<file path="src/gpbc_consts.svh">
// Constants of the port B and port C block: offsets, fields, reset values.
// Assumes inclusion by the gpbc_ports module; definitions only.
//
// Operation
// RULE_01: Port B data read returns pin levels
// RULE_02: Port B per-pin direction, zero is input
// RULE_03: Frequency select routes taps 11,16,12 out
// RULE_04: Select bit zero lets input reset wake
// RULE_05: Per-pin pull-down disable, zero keeps pull-down
// RULE_06: Per-pin open drain select, zero is CMOS
// RULE_07: One bit sets port C direction
// RULE_08: Port C latch drives pins in output
// RULE_09: Port C read returns sampled pin levels
// RULE_10: Any reset clears port C control
// RULE_11: Port C high impedance during sleep
// RULE_12: One bit picks port C open drain
// RULE_13: Port B output follows data latch
// RULE_14: Pull-up only for open drain, high or input
// RULE_15: Never pull-up and pull-down together
`ifndef GPBC_CONSTS_SVH
`define GPBC_CONSTS_SVH

// ----------------------------------------------------------------
// Register byte offsets
// ----------------------------------------------------------------
`define GPBC_OFF_B_DATA 12'h000
`define GPBC_OFF_B_DIR 12'h004
`define GPBC_OFF_B_FSEL 12'h008
`define GPBC_OFF_B_NOPD 12'h00C
`define GPBC_OFF_B_OD 12'h010
`define GPBC_OFF_C_DATA 12'h014
`define GPBC_OFF_C_CTRL 12'h018
`define GPBC_OFF_C_OPT 12'h01C
`define GPBC_OFF_STATUS 12'h020

// ----------------------------------------------------------------
// Field positions
// ----------------------------------------------------------------
`define GPBC_FSEL_WAKE_BIT 0
`define GPBC_FSEL_TAP12_BIT 1
`define GPBC_FSEL_TAP16_BIT 2
`define GPBC_FSEL_TAP11_BIT 3
`define GPBC_CCTRL_DIR_BIT 0
`define GPBC_COPT_OD_BIT 2
`define GPBC_COPT_NOPD_BIT 3
`define GPBC_TAP11 11
`define GPBC_TAP12 12
`define GPBC_TAP16 16

// ----------------------------------------------------------------
// Reset values
// ----------------------------------------------------------------
`define GPBC_RST_NIB 4'h0
`define GPBC_RST_WORD 32'h0000_0000

`endif

</file>
<file path="src/gpbc_pkg.sv">
// Types shared by the port B and port C block.
// Assumes gpbc_consts.svh is in the include path.
package gpbc_pkg;
    typedef struct packed {
        logic [3:0] out;
        logic [3:0] oe;
        logic [3:0] pull_up;
        logic [3:0] pull_down;
    } gpbc_pad_type;
endpackage : gpbc_pkg

</file>
<file path="src/gpbc_ports.sv">
// Port B and port C general purpose I/O with an APB register slave.
// Assumes pins are asynchronous; prescaler taps and sleep from same clock.
//
// The register offsets and the APB interface to the registers were chosen for this implementation.
`timescale 1ns/100ps
`default_nettype none
`include "gpbc_consts.svh"
module gpbc_ports
    import gpbc_pkg::*;
(
    input wire logic sys_clk_in,
    input wire logic rst_b_in,
    input wire logic psel_in,
    input wire logic penable_in,
    input wire logic pwrite_in,
    input wire logic [11:0] paddr_in,
    input wire logic [31:0] pwdata_in,
    output logic [31:0] prdata_out,
    output logic pready_out,
    output logic pslverr_out,
    input wire logic [16:0] presc_tap_in,
    input wire logic sleep_in,
    input wire logic [3:0] pb_pin_in,
    output logic [3:0] pb_pin_out,
    output logic [3:0] pb_pin_oe_out,
    output logic [3:0] pb_pull_up_out,
    output logic [3:0] pb_pull_down_out,
    input wire logic [3:0] pc_pin_in,
    output logic [3:0] pc_pin_out,
    output logic [3:0] pc_pin_oe_out,
    output logic [3:0] pc_pull_up_out,
    output logic [3:0] pc_pull_down_out,
    output logic input_reset_wakes_sleep_out
);
    // ----------------------------------------------------------------
    // Register state
    // ----------------------------------------------------------------
    logic [3:0] b_data_r, b_data_nxt;
    logic [3:0] b_dir_r, b_dir_nxt;
    logic [3:0] b_fsel_r, b_fsel_nxt;
    logic [3:0] b_nopd_r, b_nopd_nxt;
    logic [3:0] b_od_r, b_od_nxt;
    logic [3:0] c_data_r, c_data_nxt;
    logic c_dir_r, c_dir_nxt;
    logic [3:0] c_opt_r, c_opt_nxt;
    logic [31:0] prdata_r, prdata_nxt;
    logic pready_r, pready_nxt;
    logic pslverr_r, pslverr_nxt;
    logic [3:0] pb_sync, pc_sync;
    logic wr_en, rd_en;

    gpbc_sync #(.WIDTH(4)) u_sync_b (
        .sys_clk_in(sys_clk_in),
        .rst_b_in(rst_b_in),
        .d_in(pb_pin_in),
        .q_out(pb_sync)
    );
    gpbc_sync #(.WIDTH(4)) u_sync_c (
        .sys_clk_in(sys_clk_in),
        .rst_b_in(rst_b_in),
        .d_in(pc_pin_in),
        .q_out(pc_sync)
    );

    // ----------------------------------------------------------------
    // APB slave: one wait state, answer while pready is high
    // ----------------------------------------------------------------
    assign wr_en = psel_in && penable_in && !pready_r && pwrite_in;
    assign rd_en = psel_in && penable_in && !pready_r && !pwrite_in;

    always_comb begin
        b_data_nxt = b_data_r;
        b_dir_nxt = b_dir_r;
        b_fsel_nxt = b_fsel_r;
        b_nopd_nxt = b_nopd_r;
        b_od_nxt = b_od_r;
        c_data_nxt = c_data_r;
        c_dir_nxt = c_dir_r;
        c_opt_nxt = c_opt_r;
        prdata_nxt = prdata_r;
        pready_nxt = 1'b0;
        pslverr_nxt = 1'b0;
        if (wr_en || rd_en) begin
            pready_nxt = 1'b1;
            prdata_nxt = `GPBC_RST_WORD;
            unique case (paddr_in)
                `GPBC_OFF_B_DATA: begin
                    if (wr_en) b_data_nxt = pwdata_in[3:0];
                    prdata_nxt[3:0] = pb_sync; // RULE_01
                end
                `GPBC_OFF_B_DIR: begin
                    if (wr_en) b_dir_nxt = pwdata_in[3:0]; // RULE_02
                    prdata_nxt[3:0] = b_dir_r;
                end
                `GPBC_OFF_B_FSEL: begin
                    if (wr_en) b_fsel_nxt = pwdata_in[3:0]; // RULE_03
                    prdata_nxt[3:0] = b_fsel_r;
                end
                `GPBC_OFF_B_NOPD: begin
                    if (wr_en) b_nopd_nxt = pwdata_in[3:0]; // RULE_05
                    prdata_nxt[3:0] = b_nopd_r;
                end
                `GPBC_OFF_B_OD: begin
                    if (wr_en) b_od_nxt = pwdata_in[3:0]; // RULE_06
                    prdata_nxt[3:0] = b_od_r;
                end
                `GPBC_OFF_C_DATA: begin
                    if (wr_en) c_data_nxt = pwdata_in[3:0]; // RULE_08
                    prdata_nxt[3:0] = pc_sync; // RULE_09
                end
                `GPBC_OFF_C_CTRL: begin
                    // Upper bits always read zero
                    if (wr_en) c_dir_nxt = pwdata_in[`GPBC_CCTRL_DIR_BIT]; // RULE_07
                    prdata_nxt[`GPBC_CCTRL_DIR_BIT] = c_dir_r;
                end
                `GPBC_OFF_C_OPT: begin
                    if (wr_en) c_opt_nxt = pwdata_in[3:0]; // RULE_12
                    prdata_nxt[3:0] = c_opt_r;
                end
                `GPBC_OFF_STATUS: begin
                    prdata_nxt[3:0] = pb_pin_oe_out;
                    prdata_nxt[7:4] = pc_pin_oe_out;
                    prdata_nxt[8] = sleep_in;
                end
                default: begin
                    pslverr_nxt = 1'b1;
                end
            endcase
        end
    end

    // Any reset clears every control bit, port C back to input
    always_ff @(posedge sys_clk_in) begin
        if (!rst_b_in) begin
            b_data_r <= `GPBC_RST_NIB;
            b_dir_r <= `GPBC_RST_NIB; // RULE_02
            b_fsel_r <= `GPBC_RST_NIB; // RULE_03 RULE_04
            b_nopd_r <= `GPBC_RST_NIB;
            b_od_r <= `GPBC_RST_NIB;
            c_data_r <= `GPBC_RST_NIB;
            c_dir_r <= 1'b0; // RULE_10
            c_opt_r <= `GPBC_RST_NIB;
            prdata_r <= `GPBC_RST_WORD;
            pready_r <= 1'b0;
            pslverr_r <= 1'b0;
        end else begin
            b_data_r <= b_data_nxt;
            b_dir_r <= b_dir_nxt;
            b_fsel_r <= b_fsel_nxt;
            b_nopd_r <= b_nopd_nxt;
            b_od_r <= b_od_nxt;
            c_data_r <= c_data_nxt;
            c_dir_r <= c_dir_nxt;
            c_opt_r <= c_opt_nxt;
            prdata_r <= prdata_nxt;
            pready_r <= pready_nxt;
            pslverr_r <= pslverr_nxt;
        end
    end

    // ----------------------------------------------------------------
    // Pad control
    // ----------------------------------------------------------------
    logic [3:0] b_src;
    gpbc_pad_type pb_pad, pc_pad;

    // Frequency taps override the latch value on their pins
    always_comb begin
        b_src = b_data_r;
        if (b_fsel_r[`GPBC_FSEL_TAP11_BIT]) b_src[2] = presc_tap_in[`GPBC_TAP11]; // RULE_03
        if (b_fsel_r[`GPBC_FSEL_TAP16_BIT]) b_src[1] = presc_tap_in[`GPBC_TAP16]; // RULE_03
        if (b_fsel_r[`GPBC_FSEL_TAP12_BIT]) b_src[0] = presc_tap_in[`GPBC_TAP12]; // RULE_03
    end

    gpbc_pad_ctrl u_pad_b (
        .data_in(b_src),
        .dir_in(b_dir_r),
        .od_in(b_od_r),
        .nopd_in(b_nopd_r),
        .hiz_in(1'b0),
        .pad_out(pb_pad)
    );
    gpbc_pad_ctrl u_pad_c (
        .data_in(c_data_r),
        .dir_in({4{c_dir_r}}), // RULE_07
        .od_in({4{c_opt_r[`GPBC_COPT_OD_BIT]}}), // RULE_12
        // Port C output mode has no pull-down, only the open drain pull-up; port B keeps its pull-down
        .nopd_in({4{c_opt_r[`GPBC_COPT_NOPD_BIT] | c_dir_r}}),
        .hiz_in(sleep_in), // RULE_11
        .pad_out(pc_pad)
    );

    // Pin outputs registered: one cycle of latency from a write
    always_ff @(posedge sys_clk_in) begin
        if (!rst_b_in) begin
            pb_pin_out <= `GPBC_RST_NIB;
            pb_pin_oe_out <= `GPBC_RST_NIB;
            pb_pull_up_out <= `GPBC_RST_NIB;
            pb_pull_down_out <= `GPBC_RST_NIB;
            pc_pin_out <= `GPBC_RST_NIB;
            pc_pin_oe_out <= `GPBC_RST_NIB;
            pc_pull_up_out <= `GPBC_RST_NIB;
            pc_pull_down_out <= `GPBC_RST_NIB;
            input_reset_wakes_sleep_out <= 1'b0;
        end else begin
            pb_pin_out <= pb_pad.out; // RULE_13
            pb_pin_oe_out <= pb_pad.oe;
            pb_pull_up_out <= pb_pad.pull_up;
            pb_pull_down_out <= pb_pad.pull_down;
            pc_pin_out <= pc_pad.out; // RULE_08
            pc_pin_oe_out <= pc_pad.oe; // RULE_11
            pc_pull_up_out <= pc_pad.pull_up;
            pc_pull_down_out <= pc_pad.pull_down;
            input_reset_wakes_sleep_out <= b_fsel_r[`GPBC_FSEL_WAKE_BIT]; // RULE_04
        end
    end

    assign prdata_out = prdata_r;
    assign pready_out = pready_r;
    assign pslverr_out = pslverr_r;
endmodule : gpbc_ports
`default_nettype wire

</file>
<file path="src/gpbc_sync.sv">
// Two-flop synchroniser for the four pin levels of one port.
// Assumes pins are asynchronous to sys_clk_in.
`timescale 1ns/100ps
`default_nettype none
module gpbc_sync #(
    parameter int WIDTH = 4
) (
    input wire logic sys_clk_in,
    input wire logic rst_b_in,
    input wire logic [WIDTH-1:0] d_in,
    output logic [WIDTH-1:0] q_out
);
    logic [WIDTH-1:0] meta_r;
    logic [WIDTH-1:0] q_r;

    always_ff @(posedge sys_clk_in) begin
        if (!rst_b_in) begin
            meta_r <= '0;
            q_r <= '0;
        end else begin
            meta_r <= d_in;
            q_r <= meta_r;
        end
    end
    assign q_out = q_r;
endmodule : gpbc_sync
`default_nettype wire

</file>
<file path="src/gpbc_pad_ctrl.sv">
// Per-pin drive and pull computation for one four-bit port.
// Assumes config bits are on the same clock; output is combinational.
`timescale 1ns/100ps
`default_nettype none
module gpbc_pad_ctrl
    import gpbc_pkg::*;
(
    input wire logic [3:0] data_in,
    input wire logic [3:0] dir_in,
    input wire logic [3:0] od_in,
    input wire logic [3:0] nopd_in,
    input wire logic hiz_in,
    output wire gpbc_pad_type pad_out
);
    genvar i;
    generate
        for (i = 0; i < 4; i++) begin : g_pin
            logic drv;
            // Open drain drives only low; CMOS follows the latch
            assign drv = dir_in[i] && !hiz_in && !(od_in[i] && data_in[i]); // RULE_06 RULE_13
            assign pad_out.out[i] = data_in[i]; // RULE_13
            assign pad_out.oe[i] = drv; // RULE_02
            // Pull-up and pull-down are exclusive through the od term
            assign pad_out.pull_up[i] = !hiz_in && od_in[i]
                && (!dir_in[i] || data_in[i]); // RULE_14 RULE_15
            assign pad_out.pull_down[i] = !hiz_in && !od_in[i]
                && !nopd_in[i]; // RULE_05 RULE_14 RULE_15
        end
    endgenerate
endmodule : gpbc_pad_ctrl
`default_nettype wire

</file>
<file path="config.mk">
export PLATFORM = sky130hd
export DESIGN_NAME = gpbc_ports
export DESIGN_NICKNAME = d
export VERILOG_FILES = /design/src/gpbc_pkg.sv /design/src/gpbc_ports.sv /design/src/gpbc_sync.sv /design/src/gpbc_pad_ctrl.sv
export VERILOG_INCLUDE_DIRS = /design/src
export SDC_FILE = /design/constraint.sdc
export NUM_CORES = 1
export LEC_CHECK = 0
export BUFFER_PORTS_ARGS = -buffer_cell sky130_fd_sc_hd__clkbuf_2
export CAP_MARGIN = 20
export CORE_ASPECT_RATIO = 1.75
export CORE_UTILIZATION = 50
export CTS_BUF_LIST = sky130_fd_sc_hd__clkbuf_4 sky130_fd_sc_hd__clkbuf_8
export DETAILED_ROUTE_END_ITERATION = 7
export GPL_TIMING_DRIVEN = 0
export HOLD_SLACK_MARGIN = 0.12
export PLACE_DENSITY = 0.83
export SETUP_SLACK_MARGIN = 0.4
export SLEW_MARGIN = 10
export SYNTH_ARGS = -nofsm -noshare
export SYNTH_HDL_FRONTEND = slang
export SYNTH_SLANG_ARGS = --single-unit
</file>
<file path="constraint.sdc">
create_clock -name sys_clk_in -period 2.35 [get_ports sys_clk_in]
set_clock_uncertainty 0.1 [all_clocks]
set_input_delay 0.3525 -clock sys_clk_in [delete_from_list [all_inputs] [get_ports sys_clk_in]]
set_output_delay 0.3525 -clock sys_clk_in [all_outputs]
set_load 0.01 [all_outputs]
</file>
# == Yosys cells after proc, flatten, opt, wreduce, memory -nomap -nowiden ==
# Cells that the tools add are included.
# totals
inputBits,75
register_bits,86
wordCells,123
out_inout_bits,67
# classes
muxes,8
n_eq_ne,8
bitwise,1
n_reduce_logical,82
# op_table
operator,n
== test 12 x 5 -> 1 bit (second input constant),4
logical AND 1 bit,36
logical NOT 1 bit,26
== test 12 x 4 -> 1 bit (second input constant),2
one-hot mux 3 bit (8 select lines),1
AND reduction 3 bit,8
== test 12 x 3 -> 1 bit (second input constant),1
== test 12 x 6 -> 1 bit (second input constant),1
logical NOT 12 bit,1
logical OR 1 bit,9
one-hot mux 1 bit (9 select lines),1
OR reduction 9 bit,1
two-way mux 1 bit,5
two-way mux 5 bit,1
AND reduction 2 bit,1
bitwise OR 1 bit,1

# == Longest topological paths before layout ==
# depth
word_depth,5
ltp_mapped,6
ltp_nobuf,4

# == By module ==
# Synthesis repeated with hierarchy kept, for this count alone.
# hier_totals
hier_cells,399
area_unflattened_um2,3967.6
# by_module_without_submodules
mod,cells_per_inst,n_inst,seq_area_each_um2,area_each_um2
gpbc_ports,315,1,1461.4,3156.8
gpbc_sync,16,2,160.2,210.2
gpbc_pad_ctrl,26,2,0.0,195.2

# == Least setup slack after synthesis ==
# Ideal clock, no wire load.
# synth_path
path_type,input to register
startpoint,input paddr_in[9]
endpoint,register c_data_r[0]
n_path_buf,1
required_ns,2.128
cell_stages,5
arrival_ns,1.625
setup_ns,0.122
setup_slack_ns,0.503
cell_sequence,nor4_4 > nand3_2 > or4b_1 > buf_2 > mux2i_1
# synth_via
elab_chain_cells,2
# synth_rtl
element,line_no,rtl
from (decl),gpbc_ports.sv:16,"input wire logic [11:0] paddr_in,"
== test 12 x 5 -> 1 bit,gpbc_ports.sv:86,unique case (paddr_in)
AND reduction 3 bit (no line),-,
to (signal assigned),gpbc_ports.sv:140,c_data_r <= `GPBC_RST_NIB;
to (signal assigned),gpbc_ports.sv:152,c_data_r <= c_data_nxt;
to (decl),gpbc_ports.sv:43,"logic [3:0] c_data_r, c_data_nxt;"
# No other way between the ends.
# A chain may end at the register's enable or synchronous reset.

# == Final worst setup path ==
# layout_path
startpoint,register pready_r (netlist: pready_out)
endpoint,register c_data_r[1]
# layout_via
elab_chain_cells,5
word_cells_on_any_way,6
cone_classes,6 x reduce/logical
# layout_rtl
element,line_no,rtl
from (decl),gpbc_ports.sv:47,"logic pready_r, pready_nxt;"
from (signal assigned),gpbc_ports.sv:156,pready_r <= pready_nxt;
logical NOT 1 bit *,"gpbc_ports.sv:68, gpbc_ports.sv:69",
logical AND 1 bit *,"gpbc_ports.sv:68, gpbc_ports.sv:69",
"logical AND 1 bit, on equally long branches","gpbc_ports.sv:68, gpbc_ports.sv:69",
logical OR 1 bit,gpbc_ports.sv:83,if (wr_en || rd_en) begin
AND reduction 3 bit (no line) *,-,
# Mark *: on every way between the ends. The rest lies on a longest branch, timed or not.

==> results.ini <==
[timing]
finalCriticalPeriod_ns = 1.87
slew_headroom = 0.621
rsz0062_at_grt = no
finalHoldViolations = 0
slew_viol_final = 0
timing.fmax_ghz = 0.534
fin_crit_sh = 0.797
worst_pin_slew_ns = 0.564
tns_ns = 0
setup_viol_count_final = 0

[critical_path]
worstSetupEndpointType = flip-flop
startpoint_type = flip-flop
arrival_ns = 2.02
crit_path_max_fanout = 6
worstPathRequired_ns = 2.49
critical_path_class = reg -> reg
reg2reg_from = pready_out$_SDFF_PN0_
crit_start = pready_out$_SDFF_PN0_

[clock_network]
clockBufferDepth = 2
cts_buffers = 9
clk_pin_slew_worst_paths_ns = 0.09
clock-sinks = 86
cts_tree = built
clk_latency_ns = 0.37
cts_max_level = 3
cts-root-buf = clkbuf_8

[worst_hold_path]
min-delay-start = sleep_in
hold_class = in -> reg

[global_routing]
track_usage = 0.239
grt_pass1_wl_mm = 12.8
gr-usage-met1 = 0.248
busiest_layer = met2
grt-ovfl-total = 0
grtUsageMet2 = 0.413
grt_pass1_vias = 2751
antenna_found_initial = 0
grt_max_degree = 17
use_met3 = 0.0528

[floorplanning]
fp.coreArea_mm2 = 0.00659
num_io_pins = 142
rows = 39
die_w_um = 64.9
start_util = 0.526
die_area_mm2 = 0.00728
dieHeight_um = 112

[route]
wl_per_cell_um = 14.6
viasPerCell = 5.15
dr.pass1.iters = 4
drc = 0
vias = 2805
postRouteAntennaNets = 0
wirelength_mm = 7.97
drtIter0Drc = 128

[logic_synthesis]
synth.distinct_cells = 44
ys_ff_latch = 86
netlist_area_mm2 = 0.00347
avgSynthCellArea_um2 = 10.2
synthCells = 341
async_flop_share = 0
synth-edff-count = 0
synth_ff_type = dfxtp_1
ys_warn_count = 0
ys_seq_area_frac = 0.497

[power]
power.density_mw_per_mm2 = 635
peakVddDrop_v = 0.000490
power.leakage_nw = 2.09

[cells_and_area]
final_common_cell = dfxtp_1
drive_gt1_frac = 0.289
mostFrequentLayoutCells = dfxtp_1 (86), clkbuf_2 (73), mux2i_1 (35)
area_delta_synth_final_pct = 24.7
diodes = 0
final_cell_area_mm2 = 0.00432
nNetsFinal = 533
largest_register_ffs = 9

[place]
placed_cell_area_mm2 = 0.00402
portBuffers = 73
dp_hpwl_mm = 5.96
place_congestion = 0.901

[job]
drv_cap = 0

[outcome]
outcome = finished, final reports clean

path summary, 6_finish.rpt:
path / endpoint / slack (ns) / cells after the start
hold / removal: prdata_out[8]$_SDFFE_PN0N_ / 0.18 / 3
setup / recovery: c_data_r[1]$_SDFFE_PN0P_ / 0.48 / 5
setup reg to reg: c_data_r[1]$_SDFFE_PN0P_ / 0.48 / 5
hold reg to reg: u_sync_c.q_out[3]$_SDFF_PN0_ / 0.34 / 1
per-stage QoR:
stage           util  worst slack (ns)  hold WS (ns)  total power, mW  instances
2_1_floorplan      -             0.503         0.312             1.64        363
3_3_place_gp   0.610             0.184         0.315             1.71        518
3_5_place_dp   0.610             0.120         0.317             1.72        518
4_1_cts        0.653             0.412         0.173             2.76        542
5_1_grt        0.656             0.405         0.196             2.85        545
6_report       0.656             0.476         0.183             2.75        545
synth_stat cells, types with 2 or more instances:
master	count	area [µm²]
dfxtp_1	86	1720
mux2i_1	35	350
nand2_1	30	113
buf_4	26	195
nor2b_1	23	144
a21oi_1	19	95.1
and2_1	18	113
clkbuf_1	16	60.1
inv_1	14	52.6
a22oi_1	8	60.1
o21ai_0	6	30.0
buf_2	4	20.0
mux4_2	4	90.1
nand4_1	4	25.0
nor3b_1	4	30.0
and3_1	3	18.8
nand2b_1	3	18.8
nand3b_1	3	22.5
or4_1	3	22.5
a31oi_1	2	12.5
nand4b_1	2	17.5
nor2_1	2	7.51
nor4_1	2	12.5
nor4_4	2	42.5
nor4b_1	2	17.5
or3_1	2	12.5
per-layer routing:
layer,wire (µm),vias up
li1,-,1355
met1,2990,1299
met2,4120,127
met3,508,24
met4,362,0
met5,0,-
worst max-delay path, cell delays in order, from the launching register on:
cell	delay (ns)
dfxtp_1	0.35
and4b_2	0.34
nand3_2	0.10
or4b_1	0.53
buf_2	0.19
mux2i_1	0.13
power by group:
part	internal, mW	switching [mW]
clock network	0.501	0.547
logic	0.100	0.116
registers	1.48	0.00613
total	2.08	0.669
cell type report:
type,count,area [µm²]
fillers,548,2260
flip-flops and latches,86,1720
multi-input cells,217,1500
repair buffers,84,468
plain buffers,46,275
clock buffers,9,124
well taps,82,103
clock inverters,7,78.8
inverters,14,52.6
timing repair:
item                                    in CTS  in global routing
setup buffers                                0                  3
resized for setup                            0                  1
endpoints found under the setup margin       0                  8
hold buffers                                 8                  0
endpoints found under the hold margin        8                  0
kinds of logic (layout without fill, tap and decap cells):
family,after synthesis,count (layout),synth area share
other,1,23,0.00108
multiplexers,40,40,0.130
buffers and inverters,60,160,0.0946
AND/OR/NAND/NOR,111,111,0.200
flip-flops,86,86,0.497
AO/OA/AOI/OAI,43,43,0.0769
No activity file was read; power rests on OpenSTA's default activity.
